File: src/vt_pkg.sv
/*
  shared constants of the video timing control bank: register offsets,
  field positions, reset values, standards and caption line numbers.
  assumes both ends import it whole.
*/
package vt_pkg;
  // register offsets
  localparam logic [7:0] A_TIO  = 8'h04;
  localparam logic [7:0] A_CLK  = 8'h05;
  localparam logic [7:0] A_AUX  = 8'h06;
  localparam logic [7:0] A_HOST = 8'h0f;
  localparam logic [7:0] A_CO1  = 8'h10;
  localparam logic [7:0] A_CO2  = 8'h11;
  localparam logic [7:0] A_CE1  = 8'h12;
  localparam logic [7:0] A_CE2  = 8'h13;
  // timing_io_control fields
  localparam int B_BTIM = 7;
  localparam int B_BDIR = 5;
  localparam int B_BPOL = 4;
  localparam int B_SDIR = 3;
  localparam int B_HPOL = 2;
  localparam int B_VPOL = 1;
  localparam int B_FPOL = 0;
  // clock_aspect_control and aux_data_enable fields
  localparam int B_CKDIR = 4;
  localparam int B_ASP   = 3;
  localparam int B_CCEV  = 7;
  localparam int B_CCODD = 6;
  // host_control fields
  localparam int B_SRST = 7;
  localparam int B_PD   = 6;
  localparam int B_DIS2 = 5;
  localparam int B_WSO  = 4;
  localparam int B_WSE  = 3;
  localparam int B_DIS1 = 2;
  localparam int B_DISY = 1;
  localparam int B_DISC = 0;
  // writable masks, reserved bits read zero
  localparam logic [7:0] M_TIO  = 8'hbf;
  localparam logic [7:0] M_CLK  = 8'h18;
  localparam logic [7:0] M_AUX  = 8'hc0;
  localparam logic [7:0] M_HOST = 8'h67;
  // reset values
  localparam logic [7:0] R_CFG = 8'h00;
  localparam logic [7:0] R_CAP = 8'h80;
  // video standards
  localparam logic [2:0] STD_NTSC = 3'h0;
  localparam logic [2:0] STD_NSM  = 3'h1;
  localparam logic [2:0] STD_MPAL = 3'h3;
  // caption lines
  localparam logic [9:0] L_OD_NTSC = 10'd21;
  localparam logic [9:0] L_OD_MPAL = 10'd18;
  localparam logic [9:0] L_OD_PAL  = 10'd22;
  localparam logic [9:0] L_EV_NTSC = 10'd284;
  localparam logic [9:0] L_EV_MPAL = 10'd281;
  localparam logic [9:0] L_EV_PAL  = 10'd335;
  // frame geometry
  localparam logic [9:0] N_525   = 10'd525;
  localparam logic [9:0] N_625   = 10'd625;
  localparam logic [9:0] ODD_525 = 10'd263;
  localparam logic [9:0] ODD_625 = 10'd313;
  localparam logic [9:0] VS_LN   = 10'd3;
  localparam logic [4:0] CAP_BITS = 5'd16;
  localparam logic [4:0] SRST_CYC = 5'd16;
endpackage

File: src/vt_if.sv
/*
  wires between the encoder end and the host/source end.
  assumes a testbench resolves two-way pins from the enables.
*/
`timescale 1ns/1ps
`default_nettype none
interface vt_if;
  logic       wr;
  logic       rd;
  logic [7:0] addr;
  logic [7:0] wdata;
  logic [7:0] rdata;
  logic       rvalid;
  logic       hs_d, hs_d_oe, vs_d, vs_d_oe, bl_d, bl_d_oe;
  logic       fld_d, pclk_d, pclk_d_oe;
  logic       hs_h, hs_h_oe, vs_h, vs_h_oe, bl_h, bl_h_oe;
  logic       pclk_h, pclk_h_oe;
  logic [7:0] pix;
  modport dev (
    input  wr, rd, addr, wdata, hs_h, vs_h, bl_h, pix,
    output rdata, rvalid, hs_d, hs_d_oe, vs_d, vs_d_oe, bl_d, bl_d_oe,
    output fld_d, pclk_d, pclk_d_oe
  );
  modport hst (
    input  rdata, rvalid, hs_d, bl_d,
    output wr, rd, addr, wdata, hs_h, hs_h_oe, vs_h, vs_h_oe,
    output bl_h, bl_h_oe, pclk_h, pclk_h_oe, pix
  );
endinterface
`default_nettype wire

File: src/vt_dev.sv
/*
  encoder end: control registers, timing master/slave, pixel capture,
  caption serialiser and host control functions.
  assumes the other end runs on the same pixel clock, so its pins are
  read without synchronisers.
*/
`timescale 1ns/1ps
`default_nettype none
module vt_dev
  import vt_pkg::*;
#(
  parameter int H_TOTAL   = 64,
  parameter int H_TOT_SQ  = 72,
  parameter int H_SYNC    = 4,
  parameter int H_BLANK   = 12,
  parameter int CAP_START = 20
) (
  input  wire logic       clk_i,        // pixel clock
  input  wire logic       rst_i,        // sync reset, high
  vt_if.dev               bus,          // register port and pins
  input  wire logic [2:0] video_std_i,  // standard code
  output logic      [7:0] pix_o,        // captured pixel
  output logic            pix_valid_o,  // pixel taken this cycle
  output logic            first_pix_o,  // first pixel of line
  output logic            cap_bit_o,    // caption serial bit
  output logic            cap_valid_o,  // caption bit valid
  output logic            pwr_down_o,   // power-down mode
  output logic      [3:0] dac_dis_o,    // channel disables
  output logic            square_o      // square pixel mode
);
  generate
    if (H_BLANK < 2 || H_SYNC < 1 || CAP_START + 16 >= H_TOTAL ||
        H_TOT_SQ < H_TOTAL || H_TOT_SQ > 1023)
    begin : g_chk
      $error("vt_dev: bad timing parameters");
    end
  endgenerate

  logic [7:0] tio, ckc, aux, hst;
  logic [7:0] co1, co2, ce1, ce2;
  logic       ws_odd, ws_even;
  logic [4:0] srst_cnt;
  logic       srst;
  logic [9:0] hcnt, line, h_tot, n_lines, odd_last, l_od, l_ev;
  logic       hs_in, vs_in, bl_in, hs_p, vs_p, bl_q, bl_now, bl_prev;
  logic       line_st, frame_st, active, act_p;
  logic [15:0] cap_sr;
  logic [4:0] cap_cnt;
  logic       cap_ev, cap_trig, cap_done;

  assign srst = (srst_cnt != 5'd0);

  // configuration writes; reserved bits are masked off at write time
  always_ff @(posedge clk_i)
  begin
    if (rst_i)
    begin
      tio <= R_CFG;
      ckc <= R_CFG;
      aux <= R_CFG;
      hst <= R_CFG;
      co1 <= R_CAP;
      co2 <= R_CAP;
      ce1 <= R_CAP;
      ce2 <= R_CAP;
    end
    else if (bus.wr)
    begin
      case (bus.addr)
        A_TIO:   tio <= bus.wdata & M_TIO;
        A_CLK:   ckc <= bus.wdata & M_CLK;
        A_AUX:   aux <= bus.wdata & M_AUX;
        A_HOST:  hst <= bus.wdata & M_HOST;
        A_CO1:   co1 <= bus.wdata;
        A_CO2:   co2 <= bus.wdata;
        A_CE1:   ce1 <= bus.wdata;
        A_CE2:   ce2 <= bus.wdata;
        default: ;
      endcase
    end
  end

  // reset sequence; the bit reads back as the running sequence itself
  always_ff @(posedge clk_i)
  begin
    if (rst_i)
      srst_cnt <= 5'd0;
    else if (bus.wr && bus.addr == A_HOST && bus.wdata[B_SRST])
      srst_cnt <= SRST_CYC;
    else if (srst)
      srst_cnt <= srst_cnt - 5'd1;
  end

  // write status: a finished send wins over a same-cycle data write
  always_ff @(posedge clk_i)
  begin
    if (rst_i)
    begin
      ws_odd  <= 1'b1;
      ws_even <= 1'b1;
    end
    else
    begin
      if (cap_done && !cap_ev)
        ws_odd <= 1'b1;
      else if (bus.wr && (bus.addr == A_CO1 || bus.addr == A_CO2))
        ws_odd <= 1'b0;
      if (cap_done && cap_ev)
        ws_even <= 1'b1;
      else if (bus.wr && (bus.addr == A_CE1 || bus.addr == A_CE2))
        ws_even <= 1'b0;
    end
  end

  // read port: answer one cycle after the strobe, unmapped reads zero
  always_ff @(posedge clk_i)
  begin
    if (rst_i)
    begin
      bus.rdata  <= 8'h00;
      bus.rvalid <= 1'b0;
    end
    else
    begin
      bus.rvalid <= bus.rd;
      case (bus.addr)
        A_TIO:   bus.rdata <= tio;
        A_CLK:   bus.rdata <= ckc;
        A_AUX:   bus.rdata <= aux;
        A_HOST:  bus.rdata <= hst | {srst, 2'b00, ws_odd, ws_even, 3'b000};
        A_CO1:   bus.rdata <= co1;
        A_CO2:   bus.rdata <= co2;
        A_CE1:   bus.rdata <= ce1;
        A_CE2:   bus.rdata <= ce2;
        default: bus.rdata <= 8'h00;
      endcase
    end
  end

  // geometry follows the standard and aspect mode
  always_comb
  begin
    h_tot = ckc[B_ASP] ? 10'(H_TOT_SQ - 1) : 10'(H_TOTAL - 1);
    if (video_std_i == STD_NTSC || video_std_i == STD_NSM)
    begin
      n_lines = N_525;
      odd_last = ODD_525;
      l_od = L_OD_NTSC;
      l_ev = L_EV_NTSC;
    end
    else if (video_std_i == STD_MPAL)
    begin
      n_lines = N_525;
      odd_last = ODD_525;
      l_od = L_OD_MPAL;
      l_ev = L_EV_MPAL;
    end
    else
    begin
      n_lines = N_625;
      odd_last = ODD_625;
      l_od = L_OD_PAL;
      l_ev = L_EV_PAL;
    end
  end

  // incoming pins brought to active-high
  assign hs_in = bus.hs_h ^ ~tio[B_HPOL];
  assign vs_in = bus.vs_h ^ ~tio[B_VPOL];
  assign bl_in = bus.bl_h ^ ~tio[B_BPOL];
  assign line_st = tio[B_SDIR] ? (hcnt == h_tot) : (hs_in && !hs_p);
  assign frame_st = tio[B_SDIR] ? (line_st && line == n_lines)
                                : (vs_in && !vs_p);

  // line and pixel counters, free-running or locked to incoming syncs
  always_ff @(posedge clk_i)
  begin
    if (rst_i || srst)
    begin
      hcnt <= 10'd0;
      line <= 10'd1;
      hs_p <= 1'b0;
      vs_p <= 1'b0;
    end
    else
    begin
      hs_p <= hs_in;
      vs_p <= vs_in;
      hcnt <= line_st ? 10'd0 : hcnt + 10'd1;
      if (frame_st)
        line <= 10'd1;
      else if (line_st)
        line <= line + 10'd1;
    end
  end

  // output pins; enables follow the direction bits
  always_ff @(posedge clk_i)
  begin
    if (rst_i)
    begin
      bl_q <= 1'b1;
      bus.hs_d <= 1'b0;
      bus.vs_d <= 1'b0;
      bus.bl_d <= 1'b0;
      bus.fld_d <= 1'b0;
      bus.hs_d_oe <= 1'b0;
      bus.vs_d_oe <= 1'b0;
      bus.bl_d_oe <= 1'b0;
      bus.pclk_d <= 1'b0;
      bus.pclk_d_oe <= 1'b0;
    end
    else
    begin
      bl_q <= hcnt < 10'(H_BLANK);
      bus.hs_d <= (hcnt < 10'(H_SYNC)) ^ ~tio[B_HPOL];
      bus.vs_d <= (line <= VS_LN) ^ ~tio[B_VPOL];
      bus.bl_d <= (hcnt < 10'(H_BLANK)) ^ ~tio[B_BPOL];
      bus.fld_d <= (line <= odd_last) ^ ~tio[B_FPOL];
      bus.hs_d_oe <= tio[B_SDIR];
      bus.vs_d_oe <= tio[B_SDIR];
      bus.bl_d_oe <= tio[B_BDIR];
      // pixel clock out is half rate, enough to mark direction
      bus.pclk_d <= ckc[B_CKDIR] ? ~bus.pclk_d : 1'b0;
      bus.pclk_d_oe <= ckc[B_CKDIR];
    end
  end

  // pixel capture relative to the blank seen on the pin
  assign bl_now = tio[B_BDIR] ? bl_q : bl_in;
  assign active = !bl_now &&
    ((tio[B_BDIR] && tio[B_BTIM]) || !bl_prev);
  always_ff @(posedge clk_i)
  begin
    if (rst_i)
    begin
      bl_prev <= 1'b1;
      act_p <= 1'b0;
      pix_o <= 8'h00;
      pix_valid_o <= 1'b0;
      first_pix_o <= 1'b0;
    end
    else
    begin
      bl_prev <= bl_now;
      act_p <= active;
      pix_o <= bus.pix;
      pix_valid_o <= active;
      first_pix_o <= active && !act_p;
    end
  end

  // caption serialiser, one bit per clock; real rates need a divider
  assign cap_trig = (cap_cnt == 5'd0) && hcnt == 10'(CAP_START) &&
    ((aux[B_CCODD] && line == l_od) || (aux[B_CCEV] && line == l_ev));
  assign cap_done = (cap_cnt == 5'd1);
  always_ff @(posedge clk_i)
  begin
    if (rst_i || srst)
    begin
      cap_sr <= 16'h0000;
      cap_cnt <= 5'd0;
      cap_ev <= 1'b0;
      cap_bit_o <= 1'b0;
      cap_valid_o <= 1'b0;
    end
    else
    begin
      cap_valid_o <= (cap_cnt != 5'd0);
      cap_bit_o <= cap_sr[0];
      if (cap_trig)
      begin
        cap_ev <= (line == l_ev);
        cap_sr <= (line == l_ev) ? {ce2, ce1} : {co2, co1};
        cap_cnt <= CAP_BITS;
      end
      else if (cap_cnt != 5'd0)
      begin
        cap_sr <= {1'b0, cap_sr[15:1]};
        cap_cnt <= cap_cnt - 5'd1;
      end
    end
  end

  // host control outputs; power-down also silences every channel
  always_ff @(posedge clk_i)
  begin
    if (rst_i)
    begin
      pwr_down_o <= 1'b0;
      dac_dis_o <= 4'h0;
      square_o <= 1'b0;
    end
    else
    begin
      pwr_down_o <= hst[B_PD];
      dac_dis_o <= {hst[B_DIS2], hst[B_DIS1], hst[B_DISY], hst[B_DISC]}
                   | {4{hst[B_PD]}};
      square_o <= ckc[B_ASP];
    end
  end
endmodule
`default_nettype wire

File: src/flat_wrapper.sv
// flat-port wrapper written by rule: the top's interface ports become plain ports
module vt_dev_flat import vt_pkg::*;
#(
  parameter int H_TOTAL   = 64,
  parameter int H_TOT_SQ  = 72,
  parameter int H_SYNC    = 4,
  parameter int H_BLANK   = 12,
  parameter int CAP_START = 20
)
  (clk_i, rst_i, video_std_i, pix_o, pix_valid_o, first_pix_o, cap_bit_o, cap_valid_o, pwr_down_o, dac_dis_o, square_o, bus_wr, bus_rd, bus_addr, bus_wdata, bus_hs_h, bus_vs_h, bus_bl_h, bus_pix, bus_rdata, bus_rvalid, bus_hs_d, bus_hs_d_oe, bus_vs_d, bus_vs_d_oe, bus_bl_d, bus_bl_d_oe, bus_fld_d, bus_pclk_d, bus_pclk_d_oe);
  vt_if bus_i ();
  input  wire logic clk_i;
  input  wire logic rst_i;
  input  wire logic [2:0] video_std_i;
  output logic      [7:0] pix_o;
  output logic pix_valid_o;
  output logic first_pix_o;
  output logic cap_bit_o;
  output logic cap_valid_o;
  output logic pwr_down_o;
  output logic      [3:0] dac_dis_o;
  output logic square_o;
  input wire logic [$bits(bus_i.wr)-1:0] bus_wr;
  input wire logic [$bits(bus_i.rd)-1:0] bus_rd;
  input wire logic [$bits(bus_i.addr)-1:0] bus_addr;
  input wire logic [$bits(bus_i.wdata)-1:0] bus_wdata;
  input wire logic [$bits(bus_i.hs_h)-1:0] bus_hs_h;
  input wire logic [$bits(bus_i.vs_h)-1:0] bus_vs_h;
  input wire logic [$bits(bus_i.bl_h)-1:0] bus_bl_h;
  input wire logic [$bits(bus_i.pix)-1:0] bus_pix;
  output wire logic [$bits(bus_i.rdata)-1:0] bus_rdata;
  output wire logic [$bits(bus_i.rvalid)-1:0] bus_rvalid;
  output wire logic [$bits(bus_i.hs_d)-1:0] bus_hs_d;
  output wire logic [$bits(bus_i.hs_d_oe)-1:0] bus_hs_d_oe;
  output wire logic [$bits(bus_i.vs_d)-1:0] bus_vs_d;
  output wire logic [$bits(bus_i.vs_d_oe)-1:0] bus_vs_d_oe;
  output wire logic [$bits(bus_i.bl_d)-1:0] bus_bl_d;
  output wire logic [$bits(bus_i.bl_d_oe)-1:0] bus_bl_d_oe;
  output wire logic [$bits(bus_i.fld_d)-1:0] bus_fld_d;
  output wire logic [$bits(bus_i.pclk_d)-1:0] bus_pclk_d;
  output wire logic [$bits(bus_i.pclk_d_oe)-1:0] bus_pclk_d_oe;
  assign bus_i.wr = bus_wr;
  assign bus_i.rd = bus_rd;
  assign bus_i.addr = bus_addr;
  assign bus_i.wdata = bus_wdata;
  assign bus_i.hs_h = bus_hs_h;
  assign bus_i.vs_h = bus_vs_h;
  assign bus_i.bl_h = bus_bl_h;
  assign bus_i.pix = bus_pix;
  assign bus_rdata = bus_i.rdata;
  assign bus_rvalid = bus_i.rvalid;
  assign bus_hs_d = bus_i.hs_d;
  assign bus_hs_d_oe = bus_i.hs_d_oe;
  assign bus_vs_d = bus_i.vs_d;
  assign bus_vs_d_oe = bus_i.vs_d_oe;
  assign bus_bl_d = bus_i.bl_d;
  assign bus_bl_d_oe = bus_i.bl_d_oe;
  assign bus_fld_d = bus_i.fld_d;
  assign bus_pclk_d = bus_i.pclk_d;
  assign bus_pclk_d_oe = bus_i.pclk_d_oe;
  vt_dev #(.H_TOTAL(H_TOTAL), .H_TOT_SQ(H_TOT_SQ), .H_SYNC(H_SYNC), .H_BLANK(H_BLANK), .CAP_START(CAP_START)) u_core (.clk_i(clk_i), .rst_i(rst_i), .bus(bus_i), .video_std_i(video_std_i), .pix_o(pix_o), .pix_valid_o(pix_valid_o), .first_pix_o(first_pix_o), .cap_bit_o(cap_bit_o), .cap_valid_o(cap_valid_o), .pwr_down_o(pwr_down_o), .dac_dis_o(dac_dis_o), .square_o(square_o));
endmodule
File: config.mk
export PLATFORM = sky130hd
export DESIGN_NAME = vt_dev_flat
export DESIGN_NICKNAME = d
export VERILOG_FILES = /design/src/vt_pkg.sv /design/src/vt_if.sv /design/src/vt_dev.sv /design/src/flat_wrapper.sv
export SDC_FILE = /design/constraint.sdc
export NUM_CORES = 1
export LEC_CHECK = 0
export BUFFER_PORTS_ARGS = -buffer_cell sky130_fd_sc_hd__buf_2
export CORE_MARGIN = 10
export CORE_UTILIZATION = 30
export CTS_BUF_LIST = sky130_fd_sc_hd__clkbuf_4 sky130_fd_sc_hd__clkbuf_8
export CTS_CLUSTER_SIZE = 12
export DETAILED_ROUTE_END_ITERATION = 10
export HOLD_SLACK_MARGIN = 0.08
export PLACE_DENSITY_LB_ADDON = 0.15
export SLEW_MARGIN = 5
export SYNTH_ARGS = -nofsm -noshare
export SYNTH_HDL_FRONTEND = slang
export SYNTH_SLANG_ARGS = --single-unit
File: constraint.sdc
create_clock -name clk_i -period 3.8 [get_ports clk_i]
set_clock_uncertainty 0.05 [all_clocks]
set_input_delay 0.19 -clock clk_i [delete_from_list [all_inputs] [get_ports clk_i]]
set_output_delay 0.19 -clock clk_i [all_outputs]
set_load 0.05 [all_outputs]
==> impl_metrics.json <==
{
  "clock_latency_ps": 440,
  "clkPwrFrac_pct": 40.7,
  "post-place-ws_ps": 1310,
  "setup_slack_ps": 1300,
  "most-common-layout-cells": "dfxtp_1, nor2_1, buf_2, nand2_1, mux2i_1",
  "post-cts-setup-buffers": 0,
  "crit_type": "reg -> reg",
  "vias_per_cell": 4.87,
  "drive_gt1_share_pct": 17.5,
  "numCtsBuffers": 17,
  "drc": 0,
  "drt_iter0_drc": 301,
  "cts_buffer_depth": 2,
  "p_per_area_nw_per_um2": 446,
  "whs_endpoint": "u_core.hst[2]",
  "hold_viol_final": 0,
  "drv_slew": 0,
  "num_io_pins": 70,
  "seqPwrFrac_pct": 47.3,
  "htreeDepth": 4,
  "clk_pin_slew_ps": 80,
  "coreArea_sq_um": 19500,
  "die_area_sq_um": 25900,
  "synth_cell_types": 56,
  "r2r-start": "u_core.cap_cnt[0]",
  "drt_wl_total_um": 16200,
  "reg2reg_to": "u_core.cap_sr[8]",
  "switching_share_pct": 26.8,
  "synth_top_area_share_pct": 45.7,
  "max_slew.worst_pin.slew_ps": 881,
  "tns_ps": 0,
  "cts_tree": "yes",
  "synthCells": 629,
  "hpwl_um": 11300,
  "holdPathStages": 3,
  "track_usage_pct": 12.4,
  "critPathSlowestCell": "nor3_1",
  "grt_overflow": 0,
  "postSynthAreaPerCell_sq_um": 9.47,
  "synth_edf_count": 0,
  "gp_congestion": 0.841,
  "num_rows": 51,
  "slew_headroom_pct": 41.3,
  "ys_top_cells_by_area": "dfxtp_1, mux2i_1, nor2_1",
  "dominantRegCellSynth": "dfxtp_1",
  "synth_seq_cells": 136,
  "status": "complete, no violations",
  "worstPathArrival_ps": 2780,
  "min-delay-start": "bus_wr",
  "start_kind": "register",
  "rsz0062_at_grt": "no",
  "wl_per_cell_um": 16.5,
  "fill_cells": 1986,
  "timing.final.crit_share_pct": 65.7,
  "cp_max_fo": 14,
  "max_freq_ghz": 0.400,
  "grt_max_degree": 80,
  "ir_drop_mv": 0.234,
  "grt_pass1_wl_um": 26100,
  "crit_chain": "inv_1 > ha_1 > nand3b_1 > nor3_1 > o21ai_2 > and3_1 > a21o_1",
  "die_w_um": 161,
  "path_delay_family": "simple AND/OR/NAND/NOR gates",
  "p_int_mw": 2.33,
  "syn2layout_area_growth_pct": 19.9,
  "start_util_pct": 30.5,
  "slowest_delay_ps": 500,
  "p_sw_uw": 855,
  "drt_first_pass_iters": 7,
  "drv_cap": 0,
  "antenna_left": 0,
  "grt_pass1_vias": 4824,
  "root_buffer": "clkbuf_8",
  "die_h_um": 161,
  "reg2reg_setup_slack_ps": 1300,
  "synth_area_sq_um": 5960,
  "cp_num_buf_inv": 1,
  "finalSetupViolCount": 0,
  "portBuffers": 69,
  "hold_slack_ps": 204,
  "cts-resized-gates": 0,
  "combPwrFrac_pct": 12.1,
  "ys_seq_area_share_pct": 45.7,
  "ctsHoldBuffers": 21,
  "period_needed_ps": 2500,
  "layout.nets": 754,
  "leakagePower_nw": 2.91,
  "cts_sinks": 136,
  "worstSetupEndpointType": "register",
  "hp-class": "in -> reg",
  "vias": 4784,
  "r2r_cells": 7,
  "p_total_mw": 3.19,
  "synth_top_area_cell": "dfxtp_1",
  "synth-async-reset-ratio_pct": 0,
  "antenna_found_initial": 0,
  "crit_required_ps": 4080,
  "layout_commonest_cell": "dfxtp_1",
  "antenna_cells": 0,
  "yosysWarnings": 0,
  "synth_fp_nets": 676
}
layer usage:
metal	GRT usage (%)	share of wire (%)
met1	16.7	49
met2	19.1	45
met3	3.40	5.3
met4	3.47	1.1
met5	0	0
worst max path at each step:
stage	from	to	slack, ps	cells past startpoint
final	u_core.cap_cnt[0]	u_core.cap_sr[8]	1300	7
after global routing	u_core.line[8]	u_core.cap_sr[8]	1160	6
after CTS	u_core.line[8]	u_core.cap_sr[8]	1290	6
after detailed placement	u_core.line[8]	u_core.cap_sr[12]	1310	6
after global placement	u_core.line[8]	u_core.cap_sr[6]	1350	6
after floorplan	u_core.line[6]	u_core.cap_sr[10]	1560	8
power groups by stage:
stage | clock (mW) | combinational (mW) | sequential [mW]
floorplan | 0 | 0.271 | 1.55
global placement | 0 | 0.366 | 1.54
detailed placement | 0 | 0.372 | 1.54
CTS | 1.33 | 0.389 | 1.51
global route | 1.39 | 0.438 | 1.51
finish | 1.30 | 0.385 | 1.51
cell type report:
| cell class | instances | area (sq um) | share of cell area [%] |
|---|---|---|---|
| clock buffer | 18 | 248 | 3.47 |
| clock inverter | 12 | 178 | 2.49 |
| inverter | 15 | 56.3 | 0.788 |
| multi-input combinational | 442 | 3010 | 42.2 |
| sequential | 136 | 2720 | 38.1 |
| tap | 265 | 332 | 4.64 |
| timing repair buffer | 95 | 593 | 8.30 |
kinds of logic after synthesis:
family          after synthesis  synth area share (%)
buf+inv                      51                  3.72
mux                          49                  9.93
flops                       136                  45.7
compound gates               96                  12.1
xor+xnor                     31                  4.68
simple gates                253                  21.2
fa+ha+maj                    13                  2.73
Yosys cell counts (4+ instances only):
cell	instances
xnor2_1	9
dfxtp_1	136
ha_1	13
inv_1	14
mux4_2	8
a222oi_1	8
a211o_1	5
nand2b_1	6
clkbuf_1	29
a21oi_1	33
o2bb2ai_1	14
a211oi_1	5
a21o_1	16
nor3_1	12
nor2b_1	16
nor2_1	84
and3_1	6
mux2i_1	40
nand2_1	54
nand4_1	7
nand3_1	29
nor3b_1	5
nand3b_1	5
nor4_1	4
nand4b_1	4
xor2_1	21
registers in the layout, summed over array words and instances, names as in the netlist, 2 cells and up:
signal	cells
u_core.cap_cnt	5
u_core.ce1	8
u_core.ce2	8
u_core.pix_o	8
u_core.srst_cnt	5
u_core.bus.rdata	8
u_core.line	10
u_core.cap_sr	16
u_core.tio	7
u_core.co2	8
u_core.co1	8
u_core.hcnt	10
u_core.ckc	2
u_core.hst	5
u_core.dac_dis_o	4
u_core.aux	2
metrics by stage:
stage | std cells | utilization, % | instance area [sq um]
after floorplan | 629 | - | 5960
after global placement | 932 | 33.3 | 6510
after detailed placement | 932 | 33.3 | 6510
after CTS | 983 | 36.6 | 7140
after global routing | 983 | 36.6 | 7140
final | 983 | 36.6 | 7140
worst min-delay path, stage by stage:
cell,delay (ps)
buf_2,260
nand3_1,150
a21oi_1,50
Note: power is estimated with default switching activity, not from simulation.
